**src/rtl/sre_cfg.svh**
```systemverilog
// Offsets, field positions, reset values for the soft reset exception unit
`ifndef SRE_CFG_SVH
`define SRE_CFG_SVH

// ============================================================
// Register byte offsets
`define SRE_ADDR_MST 8'h00
`define SRE_ADDR_CFG0 8'h04
`define SRE_ADDR_CFG2 8'h08
`define SRE_ADDR_SPC 8'h0C
`define SRE_ADDR_SST 8'h10
`define SRE_ADDR_STATUS 8'h14
`define SRE_ADDR_FETCH 8'h18

// ============================================================
// Field positions, bit 0 is the least significant bit
`define SRE_MST_EXC_ENDIAN 16
`define SRE_MST_LITTLE 0
`define SRE_MST_PREFIX 6
`define SRE_SST_RECOVER 1
`define SRE_CFG0_ICACHE 15
`define SRE_CFG2_TRUE_LITTLE 27

// ============================================================
// Masks and values
`define SRE_MST_CLR_MASK 32'h0006_EFB2
`define SRE_RESET_OFFSET 32'h0000_0100
`define SRE_PREFIX_BASE 32'hFFF0_0000
`define SRE_HR_MST_PREFIX 32'h0000_0040
`define SRE_HR_MST_TRUE 32'h0001_0001
`define SRE_HR_CFG2_TRUE 32'h0800_0000
`define SRE_ZERO32 32'h0000_0000
`define SRE_RESP_OKAY 2'h0
`define SRE_RESP_SLVERR 2'h2

`endif

```
**src/rtl/sre_pkg.sv**
```systemverilog
// Types and shared functions of the soft reset exception unit
package sre_pkg;

  typedef enum logic [2:0] {
    SRE_IDLE = 3'b001,
    SRE_DRAIN = 3'b010,
    SRE_VECTOR = 3'b100
  } sre_state_t;

  typedef enum logic [1:0] {
    SRE_END_BIG = 2'h0,
    SRE_END_MOD = 2'h1,
    SRE_END_TRUE = 2'h2
  } sre_endian_t;

  // Handler endian from exception endian and true little enable
  function automatic sre_endian_t endian_of(input logic exc_end,
                                            input logic true_en);
    if (!exc_end) begin
      endian_of = SRE_END_BIG;
    end else if (true_en) begin
      endian_of = SRE_END_TRUE;
    end else begin
      endian_of = SRE_END_MOD;
    end
  endfunction

  // Reset handler address from the prefix bit
  function automatic logic [31:0] vector_of(input logic prefix);
    vector_of = (prefix ? 32'hFFF0_0000 : 32'h0000_0000) | 32'h0000_0100;
  endfunction

  // Byte lane merge of a write into a register
  function automatic logic [31:0] merge(input logic [31:0] old,
                                        input logic [31:0] data,
                                        input logic [3:0] strb);
    for (int i = 0; i < 4; i++) begin
      old[i*8 +: 8] = strb[i] ? data[i*8 +: 8] : old[i*8 +: 8];
    end
    merge = old;
  endfunction

endpackage

```
**src/rtl/sre_exc_if.sv**
```systemverilog
// Signals shared by the top, the exception calculator and hard reset logic
`timescale 1ns/1ns
interface sre_exc_if;
  logic [31:0] mst;
  logic [31:0] cfg0;
  logic [31:0] cfg2;
  logic corrupt;
  logic [31:0] exc_mst;
  logic [31:0] exc_sst;
  logic [31:0] exc_cfg0;
  logic [31:0] exc_vector;
  sre_pkg::sre_endian_t exc_endian;
  logic hr_apply;
  logic [31:0] hr_mst;
  logic [31:0] hr_cfg2;
  logic hr_true;

  modport top (output mst, cfg0, cfg2, corrupt,
               input exc_mst, exc_sst, exc_cfg0, exc_vector, exc_endian,
               input hr_apply, hr_mst, hr_cfg2, hr_true);
  modport calc (input mst, cfg0, cfg2, corrupt,
                output exc_mst, exc_sst, exc_cfg0, exc_vector, exc_endian);
  modport hrst (output hr_apply, hr_mst, hr_cfg2, hr_true);
endinterface

```
**src/rtl/sre_exc_calc.sv**
```systemverilog
// Register values the soft reset exception writes when taken
`timescale 1ns/1ns
`include "sre_cfg.svh"
module sre_exc_calc (
  sre_exc_if.calc x
);

  // ============================================================
  // Exception results
  always_comb begin
    x.exc_mst = x.mst & ~`SRE_MST_CLR_MASK;
    x.exc_mst[`SRE_MST_LITTLE] = x.mst[`SRE_MST_EXC_ENDIAN];
    x.exc_sst = {16'h0000, x.mst[15:0]};
    if (x.corrupt) begin
      x.exc_sst[`SRE_SST_RECOVER] = 1'b0;
    end
    x.exc_cfg0 = x.cfg0;
    x.exc_cfg0[`SRE_CFG0_ICACHE] = 1'b0;
    x.exc_vector = sre_pkg::vector_of(x.mst[`SRE_MST_PREFIX]);
    x.exc_endian = sre_pkg::endian_of(x.mst[`SRE_MST_EXC_ENDIAN],
        x.cfg2[`SRE_CFG2_TRUE_LITTLE]);
  end

endmodule

```
**src/rtl/sre_hreset.sv**
```systemverilog
// Hard reset release: strap capture and initial state values
`timescale 1ns/1ns
`include "sre_cfg.svh"
module sre_hreset (
  input wire logic aclk,
  input wire logic aresetn,
  input wire logic hreset_in,
  input wire logic tle_strap,
  input wire logic prefix_strap,
  sre_exc_if.hrst x
);

  logic pending_reg;
  logic release_now;

  // Bus reset counts as a hard reset released at the first clean edge
  assign release_now = pending_reg && !hreset_in;

  // ============================================================
  // Pending hard reset
  always_ff @(posedge aclk) begin
    if (!aresetn) begin
      pending_reg <= 1'b1;
    end else begin
      pending_reg <= hreset_in;
    end
  end

  // ============================================================
  // Initial values caught at release
  always_ff @(posedge aclk) begin
    if (!aresetn) begin
      x.hr_apply <= 1'b0;
      x.hr_mst <= `SRE_ZERO32;
      x.hr_cfg2 <= `SRE_ZERO32;
      x.hr_true <= 1'b0;
    end else begin
      x.hr_apply <= release_now;
      if (release_now) begin
        x.hr_true <= tle_strap;
        x.hr_cfg2 <= tle_strap ? `SRE_HR_CFG2_TRUE : `SRE_ZERO32;
        x.hr_mst <= (tle_strap ? `SRE_HR_MST_TRUE : `SRE_ZERO32)
            | (prefix_strap ? `SRE_HR_MST_PREFIX : `SRE_ZERO32);
      end
    end
  end

endmodule

```
**src/rtl/sre_top.sv**
```systemverilog
// Soft reset exception unit with AXI4-Lite register access
//
// Register access over AXI4-Lite and the placing of the registers were decided locally.
`timescale 1ns/1ns
`include "sre_cfg.svh"
module sre_top #(
  parameter int ADDR_W = 8
) (
  input wire logic aclk,
  input wire logic aresetn,
  input wire logic [ADDR_W-1:0] s_axi_awaddr,
  input wire logic s_axi_awvalid,
  output logic s_axi_awready,
  input wire logic [31:0] s_axi_wdata,
  input wire logic [3:0] s_axi_wstrb,
  input wire logic s_axi_wvalid,
  output logic s_axi_wready,
  output logic [1:0] s_axi_bresp,
  output logic s_axi_bvalid,
  input wire logic s_axi_bready,
  input wire logic [ADDR_W-1:0] s_axi_araddr,
  input wire logic s_axi_arvalid,
  output logic s_axi_arready,
  output logic [31:0] s_axi_rdata,
  output logic [1:0] s_axi_rresp,
  output logic s_axi_rvalid,
  input wire logic s_axi_rready,
  input wire logic sreset_in,
  input wire logic hreset_in,
  input wire logic tle_strap,
  input wire logic prefix_strap,
  input wire logic mcheck_in,
  input wire logic [31:0] next_pc_in,
  input wire logic instr_done_in,
  input wire logic sq_empty_in,
  input wire logic state_corrupt_in,
  output logic block_completion,
  output logic fetch_req,
  output logic [31:0] fetch_addr,
  output sre_pkg::sre_endian_t handler_endian,
  output logic icache_enable
);

  sre_exc_if x ();

  sre_pkg::sre_state_t state_reg;
  sre_pkg::sre_state_t state_next;
  logic [31:0] mst_reg;
  logic [31:0] cfg0_reg;
  logic [31:0] cfg2_reg;
  logic [31:0] spc_reg;
  logic [31:0] sst_reg;
  logic sreset_prev_reg;
  logic done_seen_reg;
  logic unrec_reg;
  logic aw_got_reg;
  logic w_got_reg;
  logic [ADDR_W-1:0] aw_addr_reg;
  logic [31:0] w_data_reg;
  logic [3:0] w_strb_reg;
  logic sreset_rise;
  logic drain_done;
  logic take;
  logic wr_do;
  logic [ADDR_W-1:0] wr_addr;
  logic [31:0] wr_data;
  logic [3:0] wr_strb;
  logic [31:0] status_word;

  assign x.mst = mst_reg;
  assign x.cfg0 = cfg0_reg;
  assign x.cfg2 = cfg2_reg;
  assign x.corrupt = unrec_reg | state_corrupt_in;

  sre_exc_calc u_calc (
    .x(x.calc)
  );

  sre_hreset u_hreset (
    .aclk(aclk),
    .aresetn(aresetn),
    .hreset_in(hreset_in),
    .tle_strap(tle_strap),
    .prefix_strap(prefix_strap),
    .x(x.hrst)
  );

  // ============================================================
  // Sequencing of the soft reset
  // Rising edge detect without any enable bit; only a hard reset or a soft reset already in progress masks it
  assign sreset_rise = sreset_in && !sreset_prev_reg;
  assign drain_done = (done_seen_reg || instr_done_in) && sq_empty_in;
  // A machine check in the same cycle goes first
  assign take = (state_reg == sre_pkg::SRE_VECTOR);

  always_comb begin
    state_next = state_reg;
    case (state_reg)
      sre_pkg::SRE_IDLE: begin
        if (sreset_rise) begin
          state_next = sre_pkg::SRE_DRAIN;
        end
      end
      sre_pkg::SRE_DRAIN: begin
        if (drain_done && !mcheck_in) begin
          state_next = sre_pkg::SRE_VECTOR;
        end
      end
      sre_pkg::SRE_VECTOR: begin
        state_next = sre_pkg::SRE_IDLE;
      end
      default: begin
        state_next = sre_pkg::SRE_IDLE;
      end
    endcase
  end

  always_ff @(posedge aclk) begin
    if (!aresetn) begin
      state_reg <= sre_pkg::SRE_IDLE;
      sreset_prev_reg <= 1'b0;
    end else if (hreset_in || x.hr_apply) begin
      state_reg <= sre_pkg::SRE_IDLE;
      sreset_prev_reg <= sreset_in;
    end else begin
      state_reg <= state_next;
      sreset_prev_reg <= sreset_in;
    end
  end

  // Next instruction completion and machine check tracking
  always_ff @(posedge aclk) begin
    if (!aresetn) begin
      done_seen_reg <= 1'b0;
      unrec_reg <= 1'b0;
    end else if (state_reg != sre_pkg::SRE_DRAIN) begin
      done_seen_reg <= 1'b0;
      // A hard reset also drops a flag left by a cut drain
      unrec_reg <= (take || x.hr_apply) ? 1'b0 : unrec_reg;
    end else begin
      done_seen_reg <= done_seen_reg || instr_done_in;
      unrec_reg <= unrec_reg || mcheck_in;
    end
  end

  // ============================================================
  // Pipeline outputs
  always_ff @(posedge aclk) begin
    if (!aresetn) begin
      block_completion <= 1'b0;
    end else if (hreset_in || x.hr_apply) begin
      block_completion <= 1'b0;
    end else begin
      block_completion <= (state_next == sre_pkg::SRE_DRAIN);
    end
  end

  always_ff @(posedge aclk) begin
    if (!aresetn) begin
      fetch_req <= 1'b0;
      fetch_addr <= `SRE_ZERO32;
      handler_endian <= sre_pkg::SRE_END_BIG;
    end else if (x.hr_apply) begin
      fetch_req <= 1'b1;
      fetch_addr <= sre_pkg::vector_of(x.hr_mst[`SRE_MST_PREFIX]);
      handler_endian <= sre_pkg::endian_of(x.hr_true, x.hr_true);
    end else if (take) begin
      fetch_req <= 1'b1;
      fetch_addr <= x.exc_vector;
      handler_endian <= x.exc_endian;
    end else begin
      fetch_req <= 1'b0;
    end
  end

  always_ff @(posedge aclk) begin
    if (!aresetn) begin
      icache_enable <= 1'b0;
    end else begin
      icache_enable <= take ? 1'b0 : cfg0_reg[`SRE_CFG0_ICACHE];
    end
  end

  // ============================================================
  // Write channel: address and data taken in either order
  always_ff @(posedge aclk) begin
    if (!aresetn) begin
      aw_got_reg <= 1'b0;
      w_got_reg <= 1'b0;
      aw_addr_reg <= '0;
      w_data_reg <= `SRE_ZERO32;
      w_strb_reg <= 4'h0;
    end else if (wr_do) begin
      aw_got_reg <= 1'b0;
      w_got_reg <= 1'b0;
    end else begin
      if (s_axi_awvalid && s_axi_awready) begin
        aw_got_reg <= 1'b1;
        aw_addr_reg <= s_axi_awaddr;
      end
      if (s_axi_wvalid && s_axi_wready) begin
        w_got_reg <= 1'b1;
        w_data_reg <= s_axi_wdata;
        w_strb_reg <= s_axi_wstrb;
      end
    end
  end

  always_ff @(posedge aclk) begin
    if (!aresetn) begin
      s_axi_awready <= 1'b0;
      s_axi_wready <= 1'b0;
    end else begin
      s_axi_awready <= !aw_got_reg && !s_axi_bvalid && !wr_do
          && !(s_axi_awvalid && s_axi_awready);
      s_axi_wready <= !w_got_reg && !s_axi_bvalid && !wr_do
          && !(s_axi_wvalid && s_axi_wready);
    end
  end

  assign wr_do = aw_got_reg && w_got_reg;
  assign wr_addr = aw_addr_reg;
  assign wr_data = w_data_reg;
  assign wr_strb = w_strb_reg;

  always_ff @(posedge aclk) begin
    if (!aresetn) begin
      s_axi_bvalid <= 1'b0;
      s_axi_bresp <= `SRE_RESP_OKAY;
    end else if (wr_do) begin
      s_axi_bvalid <= 1'b1;
      case (wr_addr)
        `SRE_ADDR_MST, `SRE_ADDR_CFG0, `SRE_ADDR_CFG2, `SRE_ADDR_SPC,
        `SRE_ADDR_SST, `SRE_ADDR_STATUS, `SRE_ADDR_FETCH: begin
          s_axi_bresp <= `SRE_RESP_OKAY;
        end
        default: begin
          s_axi_bresp <= `SRE_RESP_SLVERR;
        end
      endcase
    end else if (s_axi_bready) begin
      s_axi_bvalid <= 1'b0;
    end
  end

  // ============================================================
  // Architected registers; hard reset beats the exception beats software
  always_ff @(posedge aclk) begin
    if (!aresetn) begin
      mst_reg <= `SRE_ZERO32;
    end else if (x.hr_apply) begin
      mst_reg <= x.hr_mst;
    end else if (take) begin
      mst_reg <= x.exc_mst;
    end else if (wr_do && wr_addr == `SRE_ADDR_MST) begin
      mst_reg <= sre_pkg::merge(mst_reg, wr_data, wr_strb);
    end
  end

  always_ff @(posedge aclk) begin
    if (!aresetn) begin
      cfg0_reg <= `SRE_ZERO32;
    end else if (x.hr_apply) begin
      cfg0_reg <= `SRE_ZERO32;
    end else if (take) begin
      cfg0_reg <= x.exc_cfg0;
    end else if (wr_do && wr_addr == `SRE_ADDR_CFG0) begin
      cfg0_reg <= sre_pkg::merge(cfg0_reg, wr_data, wr_strb);
    end
  end

  always_ff @(posedge aclk) begin
    if (!aresetn) begin
      cfg2_reg <= `SRE_ZERO32;
    end else if (x.hr_apply) begin
      cfg2_reg <= x.hr_cfg2;
    end else if (wr_do && wr_addr == `SRE_ADDR_CFG2) begin
      cfg2_reg <= sre_pkg::merge(cfg2_reg, wr_data, wr_strb);
    end
  end

  always_ff @(posedge aclk) begin
    if (!aresetn) begin
      spc_reg <= `SRE_ZERO32;
    end else if (x.hr_apply) begin
      spc_reg <= `SRE_ZERO32;
    end else if (take) begin
      spc_reg <= next_pc_in;
    end else if (wr_do && wr_addr == `SRE_ADDR_SPC) begin
      spc_reg <= sre_pkg::merge(spc_reg, wr_data, wr_strb);
    end
  end

  always_ff @(posedge aclk) begin
    if (!aresetn) begin
      sst_reg <= `SRE_ZERO32;
    end else if (x.hr_apply) begin
      sst_reg <= `SRE_ZERO32;
    end else if (take) begin
      sst_reg <= x.exc_sst;
    end else if (wr_do && wr_addr == `SRE_ADDR_SST) begin
      sst_reg <= sre_pkg::merge(sst_reg, wr_data, wr_strb);
    end
  end

  // ============================================================
  // Read channel
  assign status_word = {23'h0, x.hr_true, unrec_reg,
                        handler_endian, state_reg, 1'b0, block_completion};

  always_ff @(posedge aclk) begin
    if (!aresetn) begin
      s_axi_arready <= 1'b0;
    end else begin
      s_axi_arready <= !s_axi_rvalid && !(s_axi_arvalid && s_axi_arready);
    end
  end

  always_ff @(posedge aclk) begin
    if (!aresetn) begin
      s_axi_rvalid <= 1'b0;
      s_axi_rdata <= `SRE_ZERO32;
      s_axi_rresp <= `SRE_RESP_OKAY;
    end else if (s_axi_arvalid && s_axi_arready) begin
      s_axi_rvalid <= 1'b1;
      s_axi_rresp <= `SRE_RESP_OKAY;
      case (s_axi_araddr)
        `SRE_ADDR_MST: s_axi_rdata <= mst_reg;
        `SRE_ADDR_CFG0: s_axi_rdata <= cfg0_reg;
        `SRE_ADDR_CFG2: s_axi_rdata <= cfg2_reg;
        `SRE_ADDR_SPC: s_axi_rdata <= spc_reg;
        `SRE_ADDR_SST: s_axi_rdata <= sst_reg;
        `SRE_ADDR_STATUS: s_axi_rdata <= status_word;
        `SRE_ADDR_FETCH: s_axi_rdata <= fetch_addr;
        default: begin
          s_axi_rdata <= `SRE_ZERO32;
          s_axi_rresp <= `SRE_RESP_SLVERR;
        end
      endcase
    end else if (s_axi_rready) begin
      s_axi_rvalid <= 1'b0;
    end
  end

endmodule

```
**config.mk**
```make
export PLATFORM = sky130hd
export DESIGN_NAME = sre_top
export DESIGN_NICKNAME = d
export VERILOG_FILES = /design/src/rtl/sre_pkg.sv /design/src/rtl/sre_exc_if.sv /design/src/rtl/sre_exc_calc.sv /design/src/rtl/sre_hreset.sv /design/src/rtl/sre_top.sv
export VERILOG_INCLUDE_DIRS = /design/src /design/src/rtl
export SDC_FILE = /design/constraint.sdc
export NUM_CORES = 1
export LEC_CHECK = 0
export ABC_AREA = 1
export BUFFER_PORTS_ARGS = -buffer_cell sky130_fd_sc_hd__buf_2
export CAP_MARGIN = 20
export CORE_ASPECT_RATIO = 0.75
export CORE_UTILIZATION = 28
export CTS_CLUSTER_SIZE = 16
export DETAILED_ROUTE_END_ITERATION = 7
export SLEW_MARGIN = 20
export SYNTH_ARGS = -nofsm -noshare
export SYNTH_HDL_FRONTEND = slang
export SYNTH_HIERARCHICAL = 1
export SYNTH_SLANG_ARGS = --single-unit
export TNS_END_PERCENT = 5
```
**constraint.sdc**
```tcl
create_clock -name aclk -period 4 [get_ports aclk]
set_clock_uncertainty 0.05 [all_clocks]
set_input_delay 0.2 -clock aclk [delete_from_list [all_inputs] [get_ports aclk]]
set_output_delay 0.2 -clock aclk [all_outputs]
set_load 0.1 [all_outputs]
```
==> impl_results.md, run 1 <==
* Status: completed
* # IOs at 177
* Routed WL per cell at 14.9 um
* Chip width at between 200 and 300 um
* Crit. Startpoint: state_reg[1]
* Share of layout cells above drive strength 1 at 0.116
* Row cnt at 76
* Routability cong. at 0.852
* CTS resizes at 0
* Crit. End Element: flip-flop
* Setup CP Type: reg -> reg
* Avg Inst Size Synth at 6.39 sq um
* Cts hold-fix bufs at 65
* Post-synth top area share at 0.359
* Finished Cell Area at 18400 sq um
* Initial DRC Count at 1168
* Max Slew Vio Count at 0
* Synthesis-stage register bit count at 292
* Synthesized area at 16300 sq um
* Htree depth at 2
* Maximum clock frequency at roughly 0.42 GHz
* Vias in the first global route at ~14000
* Initial Util at 0.284
* CP Data Arrival Time at roughly 2.7 ns
* Slowest CP cell: buf_4
* Final wirelength at 51300 um
* Setup TNS at 0 ns
* Initial antenna violation count at 0
* CTS tree: built
* Cell accounting for the most synthesized area: dfxtp_1
* Class of the worst hold path: in -> reg
* CTS buffer count at 35
* Core ar. at about 57000 sq um
* Filler cells at 6434
* Hold path start: next_pc_in[11]
* Slowest stage delay, CP at 0.39 ns
* Crit-path cells: nor2_2 -> nand2_4 -> nand2_2 -> inv_2 -> o21ai_4 -> buf_4 -> nand2_1 -> o21ai_0 -> nor2_1
* Slew HR at 0.295
* Post-synth cell types at 36
* I/O Buffers at 174
* Synth cell count leaders: nand2_1, nor2_1, dfxtp_1
* Synth Flop Type: dfxtp_1
* CTS clk-pin slew, worst paths at 0.06 ns
* Skew-Pair Late Insertion Delay at 0.55 ns
* Vias per cell at ~4.5
* Final setup viols at 0
* N_diodes at 0
* Tot GR Track Use at 0.173
* Die height at between 200 and 250 um
* Cells after Synth at 2550
* Die area at 59200 sq um
* Layout net count at about 2700
* Clk root buf: clkbuf_16
* Placed Instance Area at roughly 17000 sq um
* Synth-to-Final Area Change at 12.7%
* Crit path time final at 2.36 ns
* DR DRC count at 0
* Setup bufs post-CTS at 0
* Measured slew at the worst slew-check pin at 1.06 ns
* Reg-to-Reg Start: state_reg[1]
* Final Hold Viols at 0
* DR vias at 15300
* Worst vdd ir at 0.000245 V
* Static leakage at 8.31 nW
* Grt ovf at 0
* Largest net degree at the start of global routing at between 80 and 90
* Ys async rst share at 0
* Power per cell area at 387 nW/um^2
* Max cap viols at 0
* Post-synth EDFFs at 0
* DRT Pass-1 Iters at 5
* Worst Path Required at 4.38 ns
* CP max FO at 30
* CP Launch Type: flip-flop
* First-pass GRT wire length at between 80000 and 90000 um
* Post-synthesis sequential area ratio at 0.359
* Clk sinks at 292
* Final Cycle Share at 0.589
* ANT nets after route at 0
* Top cells by area, synth: dfxtp_1, nand2_1, buf_4
* YS warnings at 6
* Max Buffers Root-to-Sink at 3
* DP Wirelength at 36800 um
* Count leader, synth: nand2_1
* RSZ-0062 raised after global routing: false
kinds of logic (layout without fill, tap and decap cells):
kind of cell | Yosys count | count (layout) | share of synthesized area
AND/OR/NAND/NOR | 1503 | 1503 | 0.380
other | 4 | 112 | 0.000921
flip-flops | 292 | 292 | 0.359
AO/OA/AOI/OAI | 297 | 297 | 0.0946
buffers and inverters | 454 | 449 | 0.166
placed cells by master (no fill, tap or decap), types with 5 or more instances in the layout:
cell type      synthesis  final
nand2_2               11     11
a31oi_1               12     12
nand2_4                6      6
buf_2                 53    174
inv_1                108    108
a21oi_1              180    180
clkbuf_8               0      6
o21ai_1                5      5
nor3_1                 5      5
nor2_1               362    357
nand3_1              224    224
buf_4                217     27
clkbuf_16              0     35
inv_2                 12     11
nand2_1              846    846
nor2_4                 4      6
conb_1                 4    112
dfxtp_1              292    291
o21ai_0               90     90
clkinv_2               0      7
nor2_2                 8     11
nand3b_1              27     27
clkbuf_1              47      9
dlygate4sd3_1          0     65
critical path, delay by kind of cell (launching register included):
family	cells	cell delay [ns]
AOI/OAI and AO/OA	2	0.53
DFF	1	0.33
buffers and inverters	2	0.55
and+or+nand+nor	5	0.74
per-layer routing:
layer,GRT usage,up-vias,wire [um]
li1,-,7917,-
met5,0,-,0
met3,0.0223,65,2380
met1,0.232,6990,23800
met4,0.0381,0,943
met2,0.293,342,24200
worst paths after layout:
kind / to / slack, ns / depth (start not counted)
max: mst_reg[6] / 1.64 / 9
min: spc_reg[11] / 0.008 / 5
max reg2reg: mst_reg[6] / 1.64 / 9
min reg2reg: s_axi_rdata[6] / 0.40 / 2
power breakdown:
group / switching [mW] / internal (mW) / leakage (nW) / total (mW)
Combinational: 0.504 / 0.228 / 5.37 / 0.732
Clock: 1.37 / 1.94 / 0.575 / 3.31
Sequential: 0.0782 / 2.99 / 2.37 / 3.06
Total: 1.95 / 5.15 / 8.31 / 7.10
cell type report:
class,instances,area [sq um],area share
timing repair buffer,267,1740,0.0949
multi-input combinational,1912,8190,0.446
clock inverter,12,173,0.00940
sequential,292,5850,0.318
clock buffer,50,992,0.0540
tap,780,976,0.0531
inverter,120,452,0.0246
stage by stage:
stage / hold slack [ns] / instances / total power, mW / setup WS, ns / util
finish: 0.00780 / 3433 / 7.10 / 1.64 / 0.320
floorplan: 0.239 / 2658 / 3.70 / 2.02 / -
global route: 0.0276 / 3433 / 7.40 / 1.41 / 0.320
detailed placement: 0.367 / 3306 / 3.81 / 1.66 / 0.288
CTS: 0.0000238 / 3433 / 7.19 / 1.68 / 0.320
global placement: 0.360 / 3306 / 3.81 / 1.68 / 0.288
(Power assumes the default switching activity.)
==> run 2: changes to the inputs <==
--- a/config.mk
+++ b/config.mk
@@ -6,7 +6,7 @@
 export SDC_FILE = /design/constraint.sdc
 export NUM_CORES = 1
 export LEC_CHECK = 0
-export ABC_AREA = 1
+export ABC_AREA = 0
 export BUFFER_PORTS_ARGS = -buffer_cell sky130_fd_sc_hd__buf_2
 export CAP_MARGIN = 20
 export CORE_ASPECT_RATIO = 0.75
==> constraint.sdc (replaced) <==
create_clock -name aclk -period 2.02 [get_ports aclk]
set_clock_uncertainty 0.05 [all_clocks]
set_input_delay 0.101 -clock aclk [delete_from_list [all_inputs] [get_ports aclk]]
set_output_delay 0.101 -clock aclk [all_outputs]
set_load 0.1 [all_outputs]
==> run 2 against run 1 <==
Effect of this change: flip-flop and latch count unchanged; synthesized cell count down 33%; via count down 14%; first-iteration DRC count up 16%; largest cell class unchanged.
==> impl_results.md, run 2 <==
* ANT nets after route at 0
* CP Launch Type: flip-flop
* Worst slack on hold paths at between 0.08 and 0.09 ns
* Htree depth at 1
* Post-synthesis sequential area ratio at 0.389
* Post-synth top area share at 0.389
* Initial DRC Count at 1360
* FF-to-FF End: mst_reg[13]
* Top cells by area, synth: dfxtp_1, buf_4, a21oi_1
* Routability cong. at roughly 0.82
* Static leakage at 7.18 nW
* Crit. End Element: flip-flop
* Crit path time final at roughly 1.9 ns
* First-pass GRT wire length at 77600 um
* Post-synth cell types at 69
* Slowest CP cell: or3b_2
* Grt ovf at 0
* Final setup viols at 0
* Filler cells at about 5500
* Crit. path cell count at 5
* Largest net degree at the start of global routing at 76
* Top Family by Delay on Critical Path: simple AND/OR/NAND/NOR gates
* NetSw at 3.60 mW
* Cell accounting for the most synthesized area: dfxtp_1
* Row cnt at 73
* Count leader, synth: dfxtp_1
* CP Data Arrival Time at 2.32 ns
* Initial antenna violation count at 0
* Commonest cells after routing, fill and taps aside: dfxtp_1, a21oi_1, nand2_1
* Final wirelength at 51300 um
* Crit-path cells: or3b_2 -> buf_12 -> and2_1 -> o221ai_1 -> mux2i_1
* R2R depth at 5
* Reg-to-Reg Start: state_reg[1]
* Slew HR at 0.270
* Cells after Synth at about 1700
* Initial Util at 0.283
* Worst vdd ir at 0.000616 V
* Ys async rst share at 0
* Post-synth EDFFs at 0
* Die height at 203 um
* Critical Path End: mst_reg[13]
* Part of the power in combinational logic at 0.119
* Max Buffers Root-to-Sink at 3
* Final Hold Viols at 0
* I/O Buffers at 174
* Max cap viols at 0
* Crit. Startpoint: state_reg[1]
* Sequential power share at 0.443
* Tot GR Track Use at 0.182
* Commonest non-fill, non-tap cell in the layout: dfxtp_1
* Measured slew at the worst slew-check pin at 1.09 ns
* # IOs at 177
* Synthesized area at 15000 sq um
* CTS clk-pin slew, worst paths at roughly 0.06 ns
* Synthesis-stage register bit count at 292
* Skew-Pair Late Insertion Delay at 0.59 ns
* DP Wirelength at 34800 um
* Maximum clock frequency at 0.521 GHz
* Routed WL per cell at 19.6 um
* WP buf/inv at 1
* Avg Inst Size Synth at 8.82 sq um
* CTS buffer count at 30
* CP max FO at 67
* Post-layout util at 0.341
* DRT Pass-1 Iters at 6
* Cell internal pwr at 10.0 mW
* Final Cycle Share at 0.950
* Class of the worst hold path: in -> reg
* R2r setup slk at a little over 0.1 ns
* CTS tree: built
* Clk root buf: clkbuf_16
* Synth cell count leaders: dfxtp_1, buf_4, a21oi_1
* Synth-to-Final Area Change at 20.3%
* YS warnings at 6
* Worst Path Required at 2.42 ns
* Max Slew Vio Count at 0
* RSZ-0062 raised after global routing: false
* DR DRC count at 0
* DR vias at between 10000 and 15000
* Share of layout cells above drive strength 1 at 0.215
* Core ar. at ~53000 sq um
* Clk sinks at 292
* Switching share of power at 0.264
* Setup CP Type: reg -> reg
* Vias in the first global route at 12600
* Synth Flop Type: dfxtp_1
* N_diodes at 0
* Chip width at around 270 um
* Status: completed
* Clk pwr share at 0.438
* Layout net count at between 1500 and 2000
* Die area at 54600 sq um
* Power per cell area at 755 nW/um^2
* Vias per cell at 5.03
* Slowest stage delay, CP at 0.51 ns
run 2: logic make-up after synthesis:
logic type / count (synthesis) / share of synthesized area
and+or+nand+nor: 405 / 0.135
buffers and inverters: 338 / 0.145
other: 4 / 0.00100
DFF: 292 / 0.389
AOI/OAI and AO/OA: 520 / 0.230
muxes: 144 / 0.100
run 2: layout make-up:
type,count,area (sq um),area share
Multi-Input combinational cell,1181,7450,0.413
Sequential cell,292,5850,0.324
Timing Repair Buffer,360,2790,0.155
Tap cell,712,891,0.0493
Clock buffer,45,888,0.0492
Clock inverter,10,158,0.00873
Inverter,10,37.5,0.00208
run 2: layer usage:
| metal | global-route usage | vias up | share of wire |
|---|---|---|---|
| li1 | - | 6220 | - |
| met2 | 0.289 | 528 | 0.45 |
| met3 | 0.0308 | 71 | 0.075 |
| met1 | 0.256 | 6304 | 0.46 |
| met4 | 0.0453 | 0 | 0.022 |
| met5 | 0 | - | 0 |
run 2: power by group through the flow:
stage	logic, mW	registers [mW]	clock network [mW]
floorplan	0.927	6.31	0
global placement	1.42	6.17	0
detailed placement	1.44	6.17	0
CTS	1.60	6.05	6.10
global route	1.74	6.06	6.32
finish	1.62	6.05	5.97
run 2: tightest hold or removal path, cell delays in order:
cell and delay, ns:
buf_2 0.17, buf_4 0.22, nand3_1 0.12, a21oi_1 0.06
run 2: stage by stage:
| step | instance area [sq um] | setup WS [ns] | TNS, ns | total power [mW] | std cells |
|---|---|---|---|---|---|
| after floorplan | 15400 | -0.114 | -3.41 | 7.24 | 1811 |
| after CTS | 18000 | 0.0774 | 0 | 13.7 | 2607 |
| after global placement | 15900 | 0.148 | 0 | 7.59 | 2448 |
| after detailed placement | 15900 | 0.106 | 0 | 7.62 | 2448 |
| final | 18100 | 0.102 | 0 | 13.6 | 2610 |
| after global routing | 18100 | 0.0281 | 0 | 14.1 | 2610 |
run 2: worst min-delay path by stage:
stage / startpoint / endpoint / slack, ns / cells past startpoint
after CTS: s_axi_araddr[3] / s_axi_rresp[1] / 0.05 / 4
after detailed placement: sreset_in / sreset_prev_reg / 0.29 / 2
after global placement: sreset_in / sreset_prev_reg / 0.27 / 2
final: s_axi_araddr[3] / s_axi_rresp[1] / 0.09 / 4
after global routing: s_axi_araddr[3] / s_axi_rresp[1] / 0.09 / 4
after floorplan: aresetn / u_hreset/pending_reg / 0.12 / 1
run 2: timing repair:
action | in CTS | in global routing
hold buffers | 104 | 0
buffers inserted | 0 | 2
endpoints found under the setup margin | 0 | 8
gates resized for setup | 0 | 4
endpoints found under the hold margin | 100 | 0
==> run 3: changes to the inputs <==
--- a/config.mk
+++ b/config.mk
@@ -9,10 +9,11 @@
 export ABC_AREA = 0
 export BUFFER_PORTS_ARGS = -buffer_cell sky130_fd_sc_hd__buf_2
 export CAP_MARGIN = 20
-export CORE_ASPECT_RATIO = 0.75
+export CORE_ASPECT_RATIO = 0.6
 export CORE_UTILIZATION = 28
 export CTS_CLUSTER_SIZE = 16
 export DETAILED_ROUTE_END_ITERATION = 7
+export HOLD_SLACK_MARGIN = 0.03
 export SLEW_MARGIN = 20
 export SYNTH_ARGS = -nofsm -noshare
 export SYNTH_HDL_FRONTEND = slang
==> run 3 against run 2 <==
Effect of this change: the run now ends with design-rule violations left; core utilization about the same; critical path type unchanged; die area hardly changed; flip-flop and latch count stayed put; clock power fell by 4.4%.
==> impl_results.md, run 3 (synthesis results as in run 2) <==
* Worst slack on hold paths at 0.0680 ns
* Power, Total at 13.4 mW
* Class of the worst hold path: in -> reg
* Initial DRC Count at 1406
* Clk root buf: clkbuf_16
* Fin worst setup slack at 0.0689 ns
* First-pass GRT wire length at 76700 um
* Final setup viols at 0
* CP Data Arrival Time at 2.35 ns
* Synth-to-Final Area Change at 19.8%
* DP Wirelength at 36100 um
* Inst Count DP at 2445
* Measured slew at the worst slew-check pin at 1.02 ns
* Maximum clock frequency at 0.513 GHz
* Met3 GRT Util at 0.0402
* Die area at 54600 sq um
* Failing checks: design-rule violations
* Placed Instance Area at 16000 sq um
* ANT nets after route at 0
* Setup CP Type: reg -> reg
* I/O Buffers at between 150 and 200
* Routability cong. at about 0.84
* Worst Path Required at 2.42 ns
* DRT Pass-1 Iters at 8
* N_diodes at 0
* Row cnt at 65
* Chip width at 301 um
* Layout net count at 1974
* Die height at 181 um
* Htree depth at 1
* DR vias at 13000
* Final wirelength at 51600 um
* RSZ-0062 raised after global routing: false
* NetSw at approximately 3.6 mW
* Share of layout cells above drive strength 1 at 0.217
* CTS clk-pin slew, worst paths at 0.06 ns
* Clk pwr share at 0.427
* Sequential power share at 0.453
* Status: finished with violations
* Largest net degree at the start of global routing at 78
* Clk sinks at 292
* Max Slew Vio Count at 0
* Finished Cell Area at 18000 sq um
* Commonest cells after routing, fill and taps aside: dfxtp_1, a21oi_1, nand2_1
* Crit. End Element: flip-flop
* Vias per cell at 5.00
* Tot GR Track Use at 0.182
* Static leakage at 7.13 nW
* Crit path time final at 1.95 ns
* Max Buffers Root-to-Sink at 3
* CP max FO at 50
* Slew HR at 0.318
* DP Worst Slack at between 0.07 and 0.08 ns
* Routed WL per cell at around 20 um
* Final Cycle Share at 0.966
* GR peak layer: met2
* Max cap viols at 0
* Grt met2 use at 0.277
* Part of the power in combinational logic at 0.120
* DR DRC count at 12
* Core ar. at 52800 sq um
* Skew-Pair Late Insertion Delay at 0.58 ns
* Grt ovf at 0
* Initial antenna violation count at 0
* CP Launch Type: flip-flop
* Power per cell area at 743 nW/um^2
* # IOs at 177
* Non-Filler Instances at about 2600
* Met1 Use GR at 0.262
* Commonest non-fill, non-tap cell in the layout: dfxtp_1
* Final Hold Viols at 0
* Initial Util at 0.284
* Worst vdd ir at 0.000610 V
* Setup bufs post-CTS at 0
* CTS buffer count at 30
* Vias in the first global route at 12300
* Cell internal pwr at 9.73 mW
* CTS tree: built
* Switching share of power at 0.272
==> run 3: cell count changes in the layout (fill, tap and decap cells not counted), sizes merged <==
cell,delta
bufinv,-3
buf,+4
dlygate4sd3,-4
clkbuf,+2
inv,+1
==> run 3: power by group through the flow <==
stage / combinational [mW] / sequential (mW) / clock (mW)
6_report: 1.61 / 6.05 / 5.71
4_1_cts: 1.60 / 6.05 / 5.81
3_3_place_gp: 1.42 / 6.17 / 0
5_1_grt: 1.73 / 6.06 / 6.06
3_5_place_dp: 1.44 / 6.17 / 0
2_1_floorplan: 0.927 / 6.31 / 0
==> run 3: timing repair <==
item / 4_1_cts / 5_1_grt
setup endpoints to repair: 0 / 16
resized for setup: 0 / 3
hold buffers: 100 / 0
hold endpoints to repair: 109 / 0
==> run 3: final cells by class <==
| class | instances | area, sq um |
|---|---|---|
| Clock buffer | 47 | 916 |
| Clock inverter | 8 | 76.3 |
| Fill cell | 5375 | 34800 |
| Inverter | 10 | 37.5 |
| Multi-Input combinational cell | 1181 | 7450 |
| Sequential cell | 292 | 5850 |
| Tap cell | 703 | 880 |
| Timing Repair Buffer | 360 | 2770 |
==> run 3: per-stage QoR <==
| step | TNS, ns | utilization |
|---|---|---|
| 3_3_place_gp | 0 | 0.302 |
| 3_5_place_dp | 0 | 0.302 |
| 2_1_floorplan | -3.41 | - |
| 5_1_grt | 0 | 0.341 |
| 6_report | 0 | 0.341 |
| 4_1_cts | 0 | 0.340 |
==> run 3: worst paths after layout <==
path / from / to / slack, ns / cells past startpoint
min reg2reg: mst_reg[18] / mst_reg[18] / 0.41 / 2
max: state_reg[0] / sst_reg[16] / 0.07 / 5
max reg2reg: state_reg[0] / sst_reg[16] / 0.07 / 5
min: s_axi_araddr[6] / s_axi_rdata[8] / 0.07 / 5
==> run 3: per-layer routing <==
metal  wire [um]  share of wire  vias to the layer above
met5           0              0                        -
met4        1020          0.020                        0
met3        4550          0.088                       68
met2       22400           0.43                      521
met1       23700           0.46                     6192
li1            -              -                     6218
==> run 3: critical path, stage by stage (launching register included) <==
cell and delay (ns):
dfxtp_1 0.40, or3b_2 0.53, buf_12 0.21, and2_1 0.24, a21oi_1 0.24, a211oi_1 0.12
